[config.mk]
export PLATFORM = sky130hd
export DESIGN_NAME = input_fault_protect_regs
export DESIGN_NICKNAME = d
export VERILOG_FILES = /design/src/core/input_fault_pkg.sv /design/src/core/input_fault_protect_regs.sv /design/src/core/smbus_link.sv /design/src/core/fault_monitor.sv
export SDC_FILE = /design/constraint.sdc
export NUM_CORES = 1
export LEC_CHECK = 0
export ABC_AREA = 1
export BUFFER_PORTS_ARGS = -buffer_cell sky130_fd_sc_hd__buf_4
export CAP_MARGIN = 0
export CELL_PAD_IN_SITES_DETAIL_PLACEMENT = 1
export CELL_PAD_IN_SITES_GLOBAL_PLACEMENT = 2
export CORE_ASPECT_RATIO = 1.25
export CORE_MARGIN = 2
export CORE_UTILIZATION = 32
export DETAILED_ROUTE_END_ITERATION = 8
export PLACE_DENSITY_LB_ADDON = 0.1
export SETUP_SLACK_MARGIN = 0.4
export SKIP_LAST_GASP = 1
export SLEW_MARGIN = 20
export SYNTH_ARGS = -nofsm -noshare
export SYNTH_HDL_FRONTEND = slang
export SYNTH_SLANG_ARGS = --single-unit
[constraint.sdc]
create_clock -name clk -period 1.8 [get_ports clk]
set_clock_uncertainty 0.1 [all_clocks]
set_input_delay 0.27 -clock clk [delete_from_list [all_inputs] [get_ports clk]]
set_output_delay 0.27 -clock clk [all_outputs]
set_load 0.02 [all_outputs]
[src/core/input_fault_pkg.sv]
// Purpose: Shared constants and types for the input fault protection registers.
// Assumes: Commands are reached over the two-wire management link only.
// Notes: Measurements arrive in half units (0.5 V, 0.5 A per count).
package input_fault_pkg;
	// Command codes.
	localparam logic [7:0] CMD_CLEAR_FAULTS = 8'h03;
	localparam logic [7:0] CMD_ALERT_MASK = 8'h1b;
	localparam logic [7:0] CMD_OV_ACTION = 8'h56;
	localparam logic [7:0] CMD_UV_LIMIT = 8'h59;
	localparam logic [7:0] CMD_UV_ACTION = 8'h5a;
	localparam logic [7:0] CMD_OC_LIMIT = 8'h5b;
	localparam logic [7:0] CMD_STATUS_BYTE = 8'h78;
	localparam logic [7:0] CMD_STATUS_WORD = 8'h79;
	localparam logic [7:0] CMD_STATUS_INPUT = 8'h7c;
	// Fixed answers and reset values.
	localparam logic [7:0] OV_ACTION_CODE = 8'h00;
	localparam logic [7:0] UV_ACTION_CODE = 8'hc0;
	localparam logic [15:0] UV_LIMIT_RESET = 16'hf80f;
	localparam logic [7:0] ALERT_MASK_RESET = 8'h00;
	localparam logic [6:0] OC_MAN_MAX = 7'h7f;
	// Field positions and encodings.
	localparam int OTHER_BIT = 0;
	localparam int INPUT_BIT = 13;
	localparam int IN_OV_BIT = 7;
	localparam int IN_UV_BIT = 4;
	localparam int IN_OC_BIT = 2;
	localparam logic [4:0] OC_EXPONENT = 5'h1f;
	localparam logic [4:0] UV_EXPONENT = 5'h1f;
	localparam logic [10:0] UV_MAN_MIN = 11'h00d;
	localparam logic [10:0] UV_MAN_MAX = 11'h017;
	// Link byte handling.
	localparam logic [2:0] BIT_LAST = 3'h7;
	localparam logic [1:0] IDX_ADDR = 2'h0;
	localparam logic [1:0] IDX_CMD = 2'h1;
	localparam logic [1:0] IDX_LOW = 2'h2;
	localparam logic [1:0] IDX_HIGH = 2'h3;

	typedef struct packed {
		logic ov;
		logic uv;
		logic oc;
	} fault_s;

	typedef struct packed {
		logic start;
		logic stop;
		logic rise;
		logic fall;
		logic sda;
	} link_s;

	typedef enum logic [2:0] {
		ST_IDLE = 3'b000,
		ST_RECV = 3'b001,
		ST_DECIDE = 3'b010,
		ST_ACK = 3'b011,
		ST_SEND = 3'b100,
		ST_MACK = 3'b101
	} link_state_e;
endpackage : input_fault_pkg

[src/core/input_fault_protect_regs.sv]
// Purpose: Input fault protection commands, status and alert for a dual channel converter.
// Assumes: Host drives the link clock; pins are sampled by clk at 10 MHz.
// Notes: No page input exists, so every command acts on both channels.
module input_fault_protect_regs
	import input_fault_pkg::*;
#(
	parameter logic [6:0] DEV_ADDR = 7'h40,
	parameter int EN_PINS = 2
) (
	// Clock and reset.
	input wire logic clk,
	input wire logic resetn,
	// Management link pins.
	input wire logic sclPin,
	input wire logic sdaPin,
	output logic sdaOut,
	output logic sdaOe,
	// Host alert pin, open drain.
	output logic alertOut,
	output logic alertOe,
	// Measurements, limits, turn-on and enable states from the converter.
	input wire logic [7:0] vinHalfVolts,
	input wire logic [7:0] iinHalfAmps,
	input wire logic [4:0] ovLimitVolts,
	input wire logic vinAboveTurnOn,
	input wire logic unitEnabled,
	input wire logic operationOn,
	input wire logic [EN_PINS-1:0] channelEnablePins,
	// Non-volatile storage.
	input wire logic [15:0] nvmUvLimit,
	input wire logic [15:0] nvmOcLimit,
	input wire logic restoreAll,
	// Power stage control.
	output logic convertOn
);
	link_s ev;
	fault_s faults;
	link_state_e state;
	logic enableDrop;
	logic [2:0] bitCnt;
	logic [7:0] shiftReg;
	logic [7:0] txShift;
	logic [1:0] byteIdx;
	logic isRead;
	logic sentHigh;
	logic [7:0] cmdReg;
	logic [7:0] dataLow;
	logic [15:0] readData;
	logic [15:0] wordIn;
	logic byteValid;
	logic wrWord;
	logic wrMask;
	logic clearPulse;
	logic loadPending;
	logic loadNvm;
	logic [15:0] uvLimit;
	logic [6:0] ocMan;
	logic [7:0] alertMask;
	logic [7:0] statusIn;
	logic [7:0] setBits;
	logic [15:0] statusWord;
	logic ocLatched;
	logic opPrev;
	logic opFall;

	function automatic logic uvValid(input logic [15:0] w);
		return w[15:11] == UV_EXPONENT && w[10:0] >= UV_MAN_MIN && w[10:0] <= UV_MAN_MAX
			&& w[0];
	endfunction : uvValid

	function automatic logic ocValid(input logic [15:0] w);
		return w[15:11] == OC_EXPONENT && w[10:7] == 4'h0;
	endfunction : ocValid

	function automatic logic ocKeep(input logic [15:0] w);
		return ocValid(w) && ((w[3:0] == 4'h0 && w[6:4] != 3'h0) || w[6:0] == OC_MAN_MAX);
	endfunction : ocKeep

	////////////////////////////////////////////////////////////////////////////
	smbus_link u_link (
		.clk(clk),
		.resetn(resetn),
		.sclPin(sclPin),
		.sdaPin(sdaPin),
		.events(ev)
	);

	fault_monitor #(
		.EN_PINS(EN_PINS)
	) u_monitor (
		.clk(clk),
		.resetn(resetn),
		.vinHalfVolts(vinHalfVolts),
		.iinHalfAmps(iinHalfAmps),
		.ovLimitVolts(ovLimitVolts),
		.uvLimitHalf(uvLimit[7:0]),
		.ocLimitHalf(ocMan),
		.vinAboveTurnOn(vinAboveTurnOn),
		.unitEnabled(unitEnabled),
		.channelEnablePins(channelEnablePins),
		.faults(faults),
		.enableDrop(enableDrop)
	);

	////////////////////////////////////////////////////////////////////////////
	// Byte engine. The answer bit changes only after a falling clock edge.
	always_ff @(posedge clk) begin
		if (!resetn) begin
			state <= ST_IDLE;
			bitCnt <= 3'h0;
			shiftReg <= 8'h00;
			txShift <= 8'h00;
			byteIdx <= IDX_ADDR;
			isRead <= 1'b0;
			sentHigh <= 1'b0;
			cmdReg <= 8'h00;
			dataLow <= 8'h00;
			sdaOe <= 1'b0;
		end else if (ev.stop) begin
			state <= ST_IDLE;
			sdaOe <= 1'b0;
		end else if (ev.start) begin
			state <= ST_RECV;
			bitCnt <= 3'h0;
			byteIdx <= IDX_ADDR;
			sdaOe <= 1'b0;
		end else begin
			case (state)
				ST_RECV: begin
					if (ev.rise) begin
						shiftReg <= {shiftReg[6:0], ev.sda};
						bitCnt <= bitCnt + 3'h1;
						if (bitCnt == BIT_LAST) begin
							state <= ST_DECIDE;
						end
					end
				end
				ST_DECIDE: begin
					if (ev.fall) begin
						if (byteIdx == IDX_ADDR && shiftReg[7:1] != DEV_ADDR) begin
							state <= ST_IDLE;
						end else begin
							sdaOe <= 1'b1;
							state <= ST_ACK;
						end
						if (byteIdx == IDX_ADDR) begin
							isRead <= shiftReg[0];
						end
						if (byteIdx == IDX_CMD) begin
							cmdReg <= shiftReg;
						end
						if (byteIdx == IDX_LOW) begin
							dataLow <= shiftReg;
						end
					end
				end
				ST_ACK: begin
					if (ev.fall) begin
						bitCnt <= 3'h0;
						byteIdx <= (byteIdx == IDX_HIGH) ? IDX_HIGH : byteIdx + 2'h1;
						if (byteIdx == IDX_ADDR && isRead) begin
							txShift <= readData[7:0];
							sdaOe <= ~readData[7];
							sentHigh <= 1'b0;
							state <= ST_SEND;
						end else begin
							sdaOe <= 1'b0;
							state <= ST_RECV;
						end
					end
				end
				ST_SEND: begin
					if (ev.fall) begin
						if (bitCnt == BIT_LAST) begin
							sdaOe <= 1'b0;
							state <= ST_MACK;
						end else begin
							txShift <= {txShift[6:0], 1'b0};
							sdaOe <= ~txShift[6];
							bitCnt <= bitCnt + 3'h1;
						end
					end
				end
				ST_MACK: begin
					if (ev.rise && ev.sda) begin
						state <= ST_IDLE;
					end else if (ev.fall) begin
						txShift <= sentHigh ? 8'h00 : readData[15:8];
						sdaOe <= sentHigh ? 1'b0 : ~readData[15];
						sentHigh <= 1'b1;
						bitCnt <= 3'h0;
						state <= ST_SEND;
					end
				end
				default: begin
					state <= ST_IDLE;
				end
			endcase
		end
	end

	assign byteValid = state == ST_DECIDE && ev.fall && !isRead
		&& byteIdx != IDX_ADDR;
	assign wordIn = {shiftReg, dataLow};
	assign wrWord = byteValid && byteIdx == IDX_HIGH;
	assign wrMask = byteValid && byteIdx == IDX_LOW && cmdReg == CMD_ALERT_MASK;
	assign clearPulse = byteValid && byteIdx == IDX_CMD && shiftReg == CMD_CLEAR_FAULTS;

	always_comb begin
		case (cmdReg)
			CMD_OV_ACTION: readData = {8'h00, OV_ACTION_CODE};
			CMD_UV_LIMIT: readData = uvLimit;
			CMD_UV_ACTION: readData = {8'h00, UV_ACTION_CODE};
			CMD_OC_LIMIT: readData = {OC_EXPONENT, 4'h0, ocMan};
			CMD_ALERT_MASK: readData = {8'h00, alertMask};
			CMD_STATUS_BYTE: readData = {8'h00, statusWord[7:0]};
			CMD_STATUS_WORD: readData = statusWord;
			CMD_STATUS_INPUT: readData = {8'h00, statusIn};
			default: readData = 16'h0000;
		endcase
	end

	////////////////////////////////////////////////////////////////////////////
	// Storage is sampled one cycle after reset release, never under reset.
	always_ff @(posedge clk) begin
		if (!resetn) begin
			loadPending <= 1'b1;
		end else begin
			loadPending <= 1'b0;
		end
	end
	assign loadNvm = loadPending || restoreAll;

	always_ff @(posedge clk) begin
		if (!resetn) begin
			uvLimit <= UV_LIMIT_RESET;
		end else if (loadNvm) begin
			uvLimit <= uvValid(nvmUvLimit) ? nvmUvLimit : UV_LIMIT_RESET;
		end else if (wrWord && cmdReg == CMD_UV_LIMIT && uvValid(wordIn)) begin
			uvLimit <= wordIn;
		end
	end

	always_ff @(posedge clk) begin
		if (!resetn) begin
			ocMan <= OC_MAN_MAX;
		end else if (loadNvm) begin
			ocMan <= ocKeep(nvmOcLimit) ? nvmOcLimit[6:0] : OC_MAN_MAX;
		end else if (wrWord && cmdReg == CMD_OC_LIMIT && ocValid(wordIn)) begin
			ocMan <= wordIn[6:0];
		end
	end

	always_ff @(posedge clk) begin
		if (!resetn) begin
			alertMask <= ALERT_MASK_RESET;
		end else if (wrMask) begin
			alertMask <= shiftReg;
		end
	end

	////////////////////////////////////////////////////////////////////////////
	always_comb begin
		setBits = 8'h00;
		setBits[IN_OV_BIT] = faults.ov;
		setBits[IN_UV_BIT] = faults.uv;
		setBits[IN_OC_BIT] = faults.oc;
		statusWord = 16'h0000;
		statusWord[INPUT_BIT] = |statusIn;
		statusWord[OTHER_BIT] = |statusIn;
	end

	always_ff @(posedge clk) begin
		if (!resetn) begin
			statusIn <= 8'h00;
		end else begin
			statusIn <= (statusIn & ~{8{clearPulse}}) | setBits;
		end
	end

	always_ff @(posedge clk) begin
		if (!resetn) begin
			alertOe <= 1'b0;
		end else begin
			alertOe <= |(statusIn & ~alertMask);
		end
	end

	// Both open-drain pins only ever pull low.
	always_ff @(posedge clk) begin
		sdaOut <= 1'b0;
		alertOut <= 1'b0;
	end

	assign opFall = opPrev && !operationOn;

	always_ff @(posedge clk) begin
		if (!resetn) begin
			opPrev <= 1'b0;
			ocLatched <= 1'b0;
		end else begin
			opPrev <= operationOn;
			if (faults.oc) begin
				ocLatched <= 1'b1;
			end else if (enableDrop || opFall) begin
				ocLatched <= 1'b0;
			end
		end
	end

	always_ff @(posedge clk) begin
		if (!resetn) begin
			convertOn <= 1'b0;
		end else begin
			convertOn <= vinAboveTurnOn && unitEnabled && !faults.uv && !faults.oc
				&& !ocLatched;
		end
	end
endmodule : input_fault_protect_regs

[src/core/smbus_link.sv]
// Purpose: Samples the link clock and data pins and reports bus events.
// Assumes: The system clock runs several times faster than the link clock.
// Notes: Both pins see the same two-stage latency, so their relative timing holds.
module smbus_link
	import input_fault_pkg::*;
(
	// Clock and reset.
	input wire logic clk,
	input wire logic resetn,
	// Bus pins.
	input wire logic sclPin,
	input wire logic sdaPin,
	// Decoded events.
	output link_s events
);
	logic [1:0] sclSync;
	logic [1:0] sdaSync;
	logic sclPrev;
	logic sdaPrev;

	always_ff @(posedge clk) begin
		if (!resetn) begin
			sclSync <= 2'h3;
			sdaSync <= 2'h3;
			sclPrev <= 1'b1;
			sdaPrev <= 1'b1;
		end else begin
			sclSync <= {sclSync[0], sclPin};
			sdaSync <= {sdaSync[0], sdaPin};
			sclPrev <= sclSync[1];
			sdaPrev <= sdaSync[1];
		end
	end

	// A data edge while the clock is high frames a transfer.
	assign events.start = sclSync[1] && sclPrev && sdaPrev && !sdaSync[1];
	assign events.stop = sclSync[1] && sclPrev && !sdaPrev && sdaSync[1];
	assign events.rise = sclSync[1] && !sclPrev;
	assign events.fall = !sclSync[1] && sclPrev;
	assign events.sda = sdaSync[1];
endmodule : smbus_link

[src/core/fault_monitor.sv]
// Purpose: Compares input measurements with the limits and tracks enable pins.
// Assumes: Measurements and limits come from logic on the same clock.
// Notes: Fault levels are registered, one cycle behind the measurements.
module fault_monitor
	import input_fault_pkg::*;
#(
	parameter int EN_PINS = 2
) (
	// Clock and reset.
	input wire logic clk,
	input wire logic resetn,
	// Measurements and limits.
	input wire logic [7:0] vinHalfVolts,
	input wire logic [7:0] iinHalfAmps,
	input wire logic [4:0] ovLimitVolts,
	input wire logic [7:0] uvLimitHalf,
	input wire logic [6:0] ocLimitHalf,
	// Arming conditions and channel enable pins.
	input wire logic vinAboveTurnOn,
	input wire logic unitEnabled,
	input wire logic [EN_PINS-1:0] channelEnablePins,
	// Results.
	output fault_s faults,
	output logic enableDrop
);
	logic uvArmed;
	logic [EN_PINS-1:0] dropBits;

	for (genvar i = 0; i < EN_PINS; i++) begin : g_pin
		logic meta;
		logic sync;
		logic prev;
		always_ff @(posedge clk) begin
			if (!resetn) begin
				meta <= 1'b0;
				sync <= 1'b0;
				prev <= 1'b0;
			end else begin
				meta <= channelEnablePins[i];
				sync <= meta;
				prev <= sync;
			end
		end
		assign dropBits[i] = prev && !sync;
	end

	always_ff @(posedge clk) begin
		if (!resetn) begin
			uvArmed <= 1'b0;
		end else if (vinAboveTurnOn && unitEnabled) begin
			uvArmed <= 1'b1;
		end
	end

	always_ff @(posedge clk) begin
		if (!resetn) begin
			faults <= '0;
			enableDrop <= 1'b0;
		end else begin
			faults.ov <= vinHalfVolts > {2'h0, ovLimitVolts, 1'b0};
			faults.uv <= uvArmed && (vinHalfVolts < uvLimitHalf);
			faults.oc <= iinHalfAmps > {1'b0, ocLimitHalf};
			enableDrop <= |dropBits;
		end
	end
endmodule : fault_monitor

After elaboration in Yosys (flattened, before gate mapping)
Index checks and enable logic that the tools add are counted.
{"block": "word_totals", "regBits": 103, "out_inout_bits": 5, "wordCells": 239}
{"block": "classes", "n_addsub": 2, "order_cmp": 7, "n_eq_ne": 43, "muxes": 56, "n_bitwise": 11, "n_reduce_logical": 85}
{"operator": "$pmux 16 s7", "count": 1}
{"operator": "$mux 7", "count": 10}
{"operator": "$eq 8x7->1 const B", "count": 6}
{"operator": "$mux 16", "count": 3}
{"operator": "$mux 3", "count": 15}
{"operator": "$logic_and 1x1->1", "count": 40}
{"operator": "$reduce_and 7->1", "count": 4}
{"operator": "$ne 3x3->1 const B", "count": 9}
{"operator": "$ge 11x4->1 const B", "count": 2}
{"operator": "$le 11x5->1 const B", "count": 2}
{"operator": "$ne 2x2->1 const B", "count": 11}
{"operator": "$pmux 7 s3", "count": 1}
{"operator": "$mux 1", "count": 17}
{"operator": "$and 8x8->8", "count": 2}
{"operator": "$not 8->8", "count": 2}
{"operator": "$reduce_or 8->1", "count": 2}
{"operator": "$eq 5x5->1 const B", "count": 3}
{"operator": "$pmux 3 s5", "count": 1}
{"operator": "$reduce_and 5->1", "count": 3}
{"operator": "$reduce_bool 2->1", "count": 7}
{"operator": "$logic_not 4->1", "count": 3}
{"operator": "$pmux 3 s4", "count": 1}
{"operator": "$logic_not 1->1", "count": 11}
{"operator": "$mux 2", "count": 5}
{"operator": "other kinds (30)", "count": 43}

Logic depth before layout (Yosys ltp)
Gate-level depths: netlist (run 1).
{"block": "depth", "ltp_word": 10, "ltp_mapped": 12}

Cells and area by module
A second synthesis (run 1) with hierarchy kept.
{"block": "hier_totals", "hier_cells": 832, "area_unflattened_um2": 5562.8}
{"mod": "input_fault_protect_regs", "n_inst": 1, "cells_per_inst": 686, "area_each_um2": 4529.3, "seq_area_each_um2": 1721.7}
{"mod": "fault_monitor", "n_inst": 1, "cells_per_inst": 118, "area_each_um2": 827.0, "seq_area_each_um2": 220.2}
{"mod": "smbus_link", "n_inst": 1, "cells_per_inst": 28, "area_each_um2": 206.4, "seq_area_each_um2": 120.1}

Least setup slack after synthesis (run 1)
OpenSTA, ideal clock, no wires.
{"block": "synth_timing", "path_type": "register -> register", "start": "register state[1]", "end": "register uvLimit[8]", "setup_time_ns": 0.127, "arrival_ns": 1.376, "t_required_ns": 1.573, "slack_ns": 0.197, "path_stages_with_launch": 10, "n_path_buf": 0, "synth_period_minus_slack_ns": 1.603, "cell_sequence": "dfxtp_1 nand3_2 nor2_4 nand2_4 nor2_8 nand2_2 nand2_4 inv_2 nand2_1 nor2_1"}
{"block": "synth_via", "elab_chain_cells": 8}
{"element": "from (decl)", "line_no": "input_fault_protect_regs.sv:38", "text": "link_state_e state;"}
{"element": "from (signal assigned)", "line_no": "input_fault_protect_regs.sv:109", "text": "state <= ST_IDLE;"}
{"element": "from (signal assigned)", "line_no": "input_fault_protect_regs.sv:120", "text": "state <= ST_IDLE;"}
{"element": "from (signal assigned)", "line_no": "input_fault_protect_regs.sv:123", "text": "state <= ST_RECV;"}
{"element": "$eq 3x2->1", "line_no": "input_fault_protect_regs.sv:202", "text": "assign byteValid = state == ST_DECIDE && ev.fall && !isRead"}
{"element": "$logic_and 1x1->1 (2 in series)", "line_no": "input_fault_protect_regs.sv:202"}
{"element": "$logic_and 1x1->1", "line_no": "input_fault_protect_regs.sv:203", "text": "&& byteIdx != IDX_ADDR;"}
{"element": "$logic_and 1x1->1", "line_no": "input_fault_protect_regs.sv:205", "text": "assign wrWord = byteValid && byteIdx == IDX_HIGH;"}
{"element": "$logic_and 1x1->1 (2 in series)", "line_no": "input_fault_protect_regs.sv:239", "text": "end else if (wrWord && cmdReg == CMD_UV_LIMIT && uvValid(wordIn)) begin"}
{"element": "$reduce_bool 2->1 (no source line)"}
{"element": "to (signal assigned)", "line_no": "input_fault_protect_regs.sv:238", "text": "uvLimit <= uvValid(nvmUvLimit) ? nvmUvLimit : UV_LIMIT_RESET;"}
{"element": "to (signal assigned)", "line_no": "input_fault_protect_regs.sv:240", "text": "uvLimit <= wordIn;"}
{"element": "to (decl)", "line_no": "input_fault_protect_regs.sv:56", "text": "logic [15:0] uvLimit;"}
No other way between the ends.
A chain may end at the register's enable or synchronous reset.

Worst setup path in the final report (run 1)
{"block": "layout_timing", "start": "register cmdReg[7]", "end": "register uvLimit[9]"}
{"block": "layout_via", "elab_chain_cells": 4}
{"element": "from (decl)", "line_no": "input_fault_protect_regs.sv:46", "text": "logic [7:0] cmdReg;"}
{"element": "from (signal assigned)", "line_no": "input_fault_protect_regs.sv:150", "text": "cmdReg <= shiftReg;"}
{"element": "$eq 8x7->1", "line_no": "input_fault_protect_regs.sv:239"}
{"element": "$logic_and 1x1->1 (2 in series)", "line_no": "input_fault_protect_regs.sv:239"}
{"element": "$reduce_bool 2->1 (no source line)"}
No other way between the ends.

==> results of run 1 <==
[area by class of cell]
cell class | instances | area share [%]
Clock inverter | 5 | 0.765
Sequential cell | 103 | 25.3
Inverter | 113 | 5.75
Timing Repair Buffer | 159 | 17.1
Clock buffer | 11 | 2.79
Multi-Input combinational cell | 534 | 45.0
Tap cell | 216 | 3.24
[worst min path at each step]
stage | endpoint | slack [ns] | cells past startpoint
5_1_grt | ocMan[4] | 0.1 | 3
3_3_place_gp | u_link.sdaSync[1] | 0.30 | 1
6_report | ocMan[4] | 0.08 | 3
2_1_floorplan | opPrev | 0.27 | 2
3_5_place_dp | u_link.sdaSync[1] | 0.31 | 1
4_1_cts | u_monitor.faults[2] | 0.07 | 3
[through the flow]
stage | utilization, % | instance area (µm²) | std cells
finish | 51.5 | 8340 | 1141
global route | 51.5 | 8340 | 1141
CTS | 47.0 | 7610 | 1117
detailed placement | 39.9 | 6470 | 1071
global placement | 39.9 | 6470 | 1071
floorplan | - | 5460 | 770
[routing by layer]
metal,part of all wire [%],global-route usage [%],vias to the layer above
met3,2.2,3.32,30
met4,2.3,8.39,0
met1,39,23.8,2819
met2,57,42.3,85
li1,-,-,2820
met5,0,0,-
[repair_timing]
item | CTS | global route
endpoints found under the setup margin | 81 | 81
resized for setup | 188 | 158
pin swaps | 34 | 49
hold buffers | 5 | 0
endpoints found under the hold margin | 5 | 0
buffers inserted | 22 | 23
cloned | 3 | 1
[flip-flops by register name, indices dropped and copies added (netlist names), 7 cells and up]
signal,flops
alertMask,8
cmdReg,8
dataLow,8
ocMan,7
shiftReg,8
statusIn,8
txShift,7
uvLimit,16
[synth_stat cells, drive strengths merged, types with 2 or more instances]
library cell | instances | share of area [%]
nand4 | 15 | 1.8
ha | 21 | 5.0
nand3 | 66 | 6.4
a211oi | 2 | 0.28
nor3b | 2 | 0.28
a21oi | 60 | 5.7
nand2 | 133 | 10
nor3 | 17 | 1.9
dfxtp | 103 | 39
a22oi | 2 | 0.28
a221oi | 2 | 0.33
nor2 | 116 | 9.0
o21ai | 69 | 6.6
or2 | 5 | 0.59
o22ai | 5 | 0.59
nand3b | 4 | 0.57
o211ai | 4 | 0.57
inv | 112 | 8.0
clkbuf | 12 | 0.85
nor4 | 3 | 0.36
buf | 9 | 0.92
[cell families after synthesis]
logic type	Yosys count
compound gates	148
fa+ha+maj	21
buf+inv	134
flops	103
other cells	1
simple gates	362
[worst min-delay path: cells and delay by family]
family	cells	cell delay [ns]
AOI/OAI and AO/OA	1	0.08
buffers and inverters	1	0.09
and+or+nand+nor	1	0.07
[power by group]
group          leakage [nW]  internal, W  total [W]  switching [W]
clock                 0.141      0.00109    0.00203       0.000939
sequential            0.845      0.00245    0.00263       0.000175
combinational          2.59      0.00110    0.00248        0.00138
total                  3.58      0.00465    0.00714        0.00249
==> results.toml, run 1 <==
[outcome]
status = "complete, no violations"

[floorplanning]
initial_core_util_pct = 32.6
die_h_um = 148
die_area_mm2 = 0.0175
core_area_mm2 = 0.0162
rows = 52
ios = 68
chipWidth_um = 119

[clock_tree]
cts.sinks = 103
htreeDepth = 3
numCtsBuffers = 9
cts_tree = "built"
clockBufferDepth = 2
clockRootBuffer = "clkbuf_16"
path_clk_slew_ns = 0.07
clk_latency_ns = 0.36

[grt]
grt_usage_pct = 21.9
grt-ovfl-total = 0
grt_pass1_wl_um = 30500
antenna_found_initial = 0
grt_start_max_net_pins = 39
grt_pass1_vias = 6072

[worst_setup_path]
crit_chain = "inv_2 > nand2_4 > nor2_4 > nand2_4 > nor3_4 > nand2_4 > nand2_8 > clkinv_8 > nand2_2 > nor2_1"
cp_common_cell = "nand2_4"
cp_slowest_cell = "dfxtp_2"
r2r_end = "uvLimit[9]"
cp.required_ns = 1.95
path_delay_family = "simple AND/OR/NAND/NOR gates"
cp_data_arrival_time_ns = 1.80
rr_worst_depth = 10
endpoint = "uvLimit[9]"
critPathMaxStageDelay_ns = 0.32
cp-start-kind = "flip-flop"
reg2reg_slack_ns = 0.15
cp.depth = 10
cp_max_fo = 8
crit_buf_inv = 2
crit_start = "cmdReg[7]"
timing.rr.start = "cmdReg[7]"
end_kind = "flip-flop"
worstSetupPathType = "reg -> reg"

[logic_synthesis]
yosysSeqAreaShare_pct = 39.1
syn-cell-area_mm2 = 0.00528
synthXorXnorAreaFrac_pct = 0
yosys.area_share.simple_pct = 31.1
ys_seq_elements = 103
muxShareOfSynthArea_pct = 0
synth_top_family_by_area = "simple AND/OR/NAND/NOR gates"
synth.distinct_cells = 41
ys.flop_type = "dfxtp_1"
syn_inst = 769
synth_warnings = 0
synth-compound-area-share_pct = 15.0
avgSynthCellArea_um2 = 6.86
synthAdderAreaFrac_pct = 4.98
synth_edf_count = 0
async_flop_share_pct = 0

[power]
peakVddDrop_mv = 0.394
p_total_w = 0.00714
leakagePower_nw = 3.58
power-per-cell-area_mw_per_mm2 = 857

[place]
place_ws_ns = -0.0266
routabilityCongestion = 0.865
dpl.hpwl_um = 13700
io_buffers = 65

[sta]
setup_violations = 0
clock.fmax_mhz = 606
rsz0062_at_grt = "true"
slew_violations = 0
hold_ws_ns = 0.0785
hold_viol = 0
setup_ws_ns = 0.149
setup_tns_ns = 0
min_period_ns = 1.65
fin_crit_sh_pct = 91.7

[routing]
wl_per_cell_um = 17.0
vias_per_cell = 5.04
routed_wl_um = 19400
drt_first_pass_iters = 4
drt-initial-drc-count = 157
vias = 5754
ant_nets = 0
drc = 0

[min_path]
min_from = "nvmOcLimit[4]"
holdCritPathClass = "in -> reg"

[cells_and_area]
final_cell_mix = "buf_4, inv_1, nand2_1"
n_antenna_cell = 0
syn2layout_area_growth_pct = 58.0
multiInputGateArea_mm2 = 0.00375
final_net_count = 1004
drive_gt1_share_pct = 45.5
layout.cells.most_common = "buf_4"
fill_cells = 1951
seqCellArea_mm2 = 0.00211

[job]
cap_violations = 0
(Power assumes the default switching activity.)
==> run 2, diff against run 1 <==
--- a/config.mk
+++ b/config.mk
@@ -5,16 +5,15 @@
 export SDC_FILE = /design/constraint.sdc
 export NUM_CORES = 1
 export LEC_CHECK = 0
-export ABC_AREA = 1
 export BUFFER_PORTS_ARGS = -buffer_cell sky130_fd_sc_hd__buf_4
 export CAP_MARGIN = 0
 export CELL_PAD_IN_SITES_DETAIL_PLACEMENT = 1
 export CELL_PAD_IN_SITES_GLOBAL_PLACEMENT = 2
 export CORE_ASPECT_RATIO = 1.25
 export CORE_MARGIN = 2
-export CORE_UTILIZATION = 32
+export CORE_UTILIZATION = 35
 export DETAILED_ROUTE_END_ITERATION = 8
-export PLACE_DENSITY_LB_ADDON = 0.1
+export PLACE_DENSITY_LB_ADDON = 0.08
 export SETUP_SLACK_MARGIN = 0.4
 export SKIP_LAST_GASP = 1
 export SLEW_MARGIN = 20
==> results.toml, run 2 <==
[outcome]
status = "finished with violations"
violations = "setup timing"

[sta]
setup_ws_ns = -0.254
rsz0062_at_grt = "true"
slew_violations = 0
clock.fmax_mhz = 487
hold_viol = 0
fin_crit_sh_pct = 114
min_period_ns = 2.05
worstMarginPinSlew_ns = 0.522
setup_violations = 65
slew_headroom_pct = 65.1

[logic_synthesis]
yosys-top-cells-count = "dfxtp_1, nor2_1, nand2_1"
yosysTopAreaCell = "dfxtp_1"
avgSynthCellArea_um2 = 8.70
synth_top_cell_area_share_pct = 39.4
synth_warnings = 0
syn-cell-area_mm2 = 0.00524
ys_seq_elements = 103
synth_edf_count = 0
async_flop_share_pct = 0
yosys.cell_count.top_type = "dfxtp_1"
yosysSeqAreaShare_pct = 39.4
syn_inst = 602
yosys-top-cells-area = "dfxtp_1, mux2i_1, ha_1"
synth.distinct_cells = 73
ys.flop_type = "dfxtp_1"

[worst_setup_path]
r2r_end = "state[0]"
cp-start-kind = "flip-flop"
cp.required_ns = 1.94
end_kind = "flip-flop"
cp_max_fo = 4
reg2reg_slack_ns = -0.25
rr_worst_depth = 8
cp_data_arrival_time_ns = 2.20
timing.rr.start = "bitCnt[0]"
crit_start = "bitCnt[0]"
worstSetupPathType = "reg -> reg"

[grt]
grt_usage_pct = 22.4
antenna_found_initial = 0
grt_pass1_vias = 5442
grt-ovfl-total = 0
grt_pass1_wl_um = 28100
grt_start_max_net_pins = 39

[cells_and_area]
seqCellArea_mm2 = 0.00209
fill_cells = 1735
final_area_mm2 = 0.00761
final_net_count = 844
top_register = "uvLimit"
multiInputGateArea_mm2 = 0.00336
largest_register_ffs = 16
drive_gt1_share_pct = 39.1
syn2layout_area_growth_pct = 45.3
layout.cells.most_common = "buf_4"
n_antenna_cell = 0
final_cell_mix = "buf_4, dfxtp_1, nor2_1"

[routing]
drt-initial-drc-count = 254
drc = 0
ant_nets = 0
routed_wl_um = 17700
drt_first_pass_iters = 4
wl_per_cell_um = 18.7
vias_per_cell = 5.31
vias = 5033

[clock_tree]
clockRootBuffer = "clkbuf_16"
numCtsBuffers = 9
clk_latency_ns = 0.35
cts_tree = "built"
clockBufferDepth = 2
cts.sinks = 103
htreeDepth = 3
path_clk_slew_ns = 0.08

[place]
place_ws_ns = -0.240
dpl.hpwl_um = 13300
io_buffers = 65
routabilityCongestion = 0.819
placed_area_mm2 = 0.00673

[job]
cap_violations = 0

[min_path]
hold_end = "u_monitor.g_pin[0].meta"
hold_depth = 2
holdCritPathClass = "in -> reg"
min_from = "channelEnablePins[0]"

[power]
leakagePower_nw = 3.06
p_total_w = 0.00498
peakVddDrop_mv = 0.396
power-per-cell-area_mw_per_mm2 = 654

[floorplanning]
ios = 68
initial_core_util_pct = 35.3
die_area_mm2 = 0.0160
chipWidth_um = 113
core_area_mm2 = 0.0148
die_h_um = 141
rows = 50
[run 2: changes by cell type after synthesis, sizes merged, moves of 45 or more]
cell,before,now
nand2,133,47
inv,112,33
nor2,116,54
nand3,66,18
mux2i,0,46
o21ai,69,24
[run 2: kinds of logic (layout without fill, tap and decap cells)]
| kind of cell | count (synthesis) | count (layout) | share of synthesized area, % |
|---|---|---|---|
| other | 1 | 2 | 0.0716 |
| buffers and inverters | 69 | 231 | 5.54 |
| muxes | 48 | 48 | 9.22 |
| AOI/OAI and AO/OA | 123 | 123 | 15.5 |
| xor gates and xnor gates | 2 | 2 | 0.335 |
| DFF | 103 | 103 | 39.4 |
| adders and majority gates | 22 | 22 | 5.21 |
| and+or+nand+nor | 234 | 234 | 24.7 |
[run 2: layout make-up]
class / instances / area share (%)
clock buffers: 10 / 3.01
flip-flops and latches: 103 / 27.4
inverters: 35 / 1.73
clock inverters: 6 / 0.707
well taps: 182 / 2.99
multi-input cells: 431 / 44.1
repair buffers: 180 / 20.0
[run 2: stage by stage]
step / instances / hold slack [ns] / setup TNS, ns / util (%)
after floorplan: 603 / 0.271 / -4.68 / -
after global placement: 910 / 0.310 / -6.63 / 45.4
after detailed placement: 910 / 0.317 / -8.58 / 45.4
after CTS: 940 / 0.00609 / -7.95 / 49.7
after global routing: 947 / 0.00906 / -12.42 / 51.3
final: 947 / 0.0182 / -8.05 / 51.3
[run 2: worst max-delay path by stage]
stage / endpoint / cells past startpoint
floorplan: alertMask[0] / 8
global placement: txShift[0] / 7
detailed placement: txShift[0] / 7
CTS: alertMask[4] / 7
global route: alertMask[4] / 7
finish: state[0] / 8
[run 2: what timing repair did]
item / CTS / global route
hold buffers: 1 / 0
hold endpoints to repair: 1 / 0
setup buffers: 11 / 7
pin swaps: 22 / 30
cloned: 2 / 0
gates resized for setup: 54 / 46
endpoints found under the setup margin: 81 / 83
[run 2: worst max-delay path: stages (launching register included)]
cell and delay [ns]:
dfxtp_2 0.34, ha_4 0.16, ha_4 0.17, nor4bb_1 0.14, o21a_1 0.19, o32ai_4 0.30, mux2_4 0.34, a31oi_1 0.15
o21ai_1 0.07
[run 2: report_power, final]
group          internal, W  switching (W)
sequential         0.00233      0.0000388
combinational     0.000369       0.000323
clock             0.000965       0.000954
[run 2: routing by layer]
metal | vias up | routed length, µm | global-route usage (%) | part of all wire, %
met5 | - | 0 | 0 | 0
met1 | 2474 | 7420 | 25.9 | 42
met4 | 0 | 378 | 7.00 | 2.1
met3 | 21 | 389 | 3.10 | 2.2
met2 | 69 | 9480 | 42.2 | 54
li1 | 2469 | - | - | -
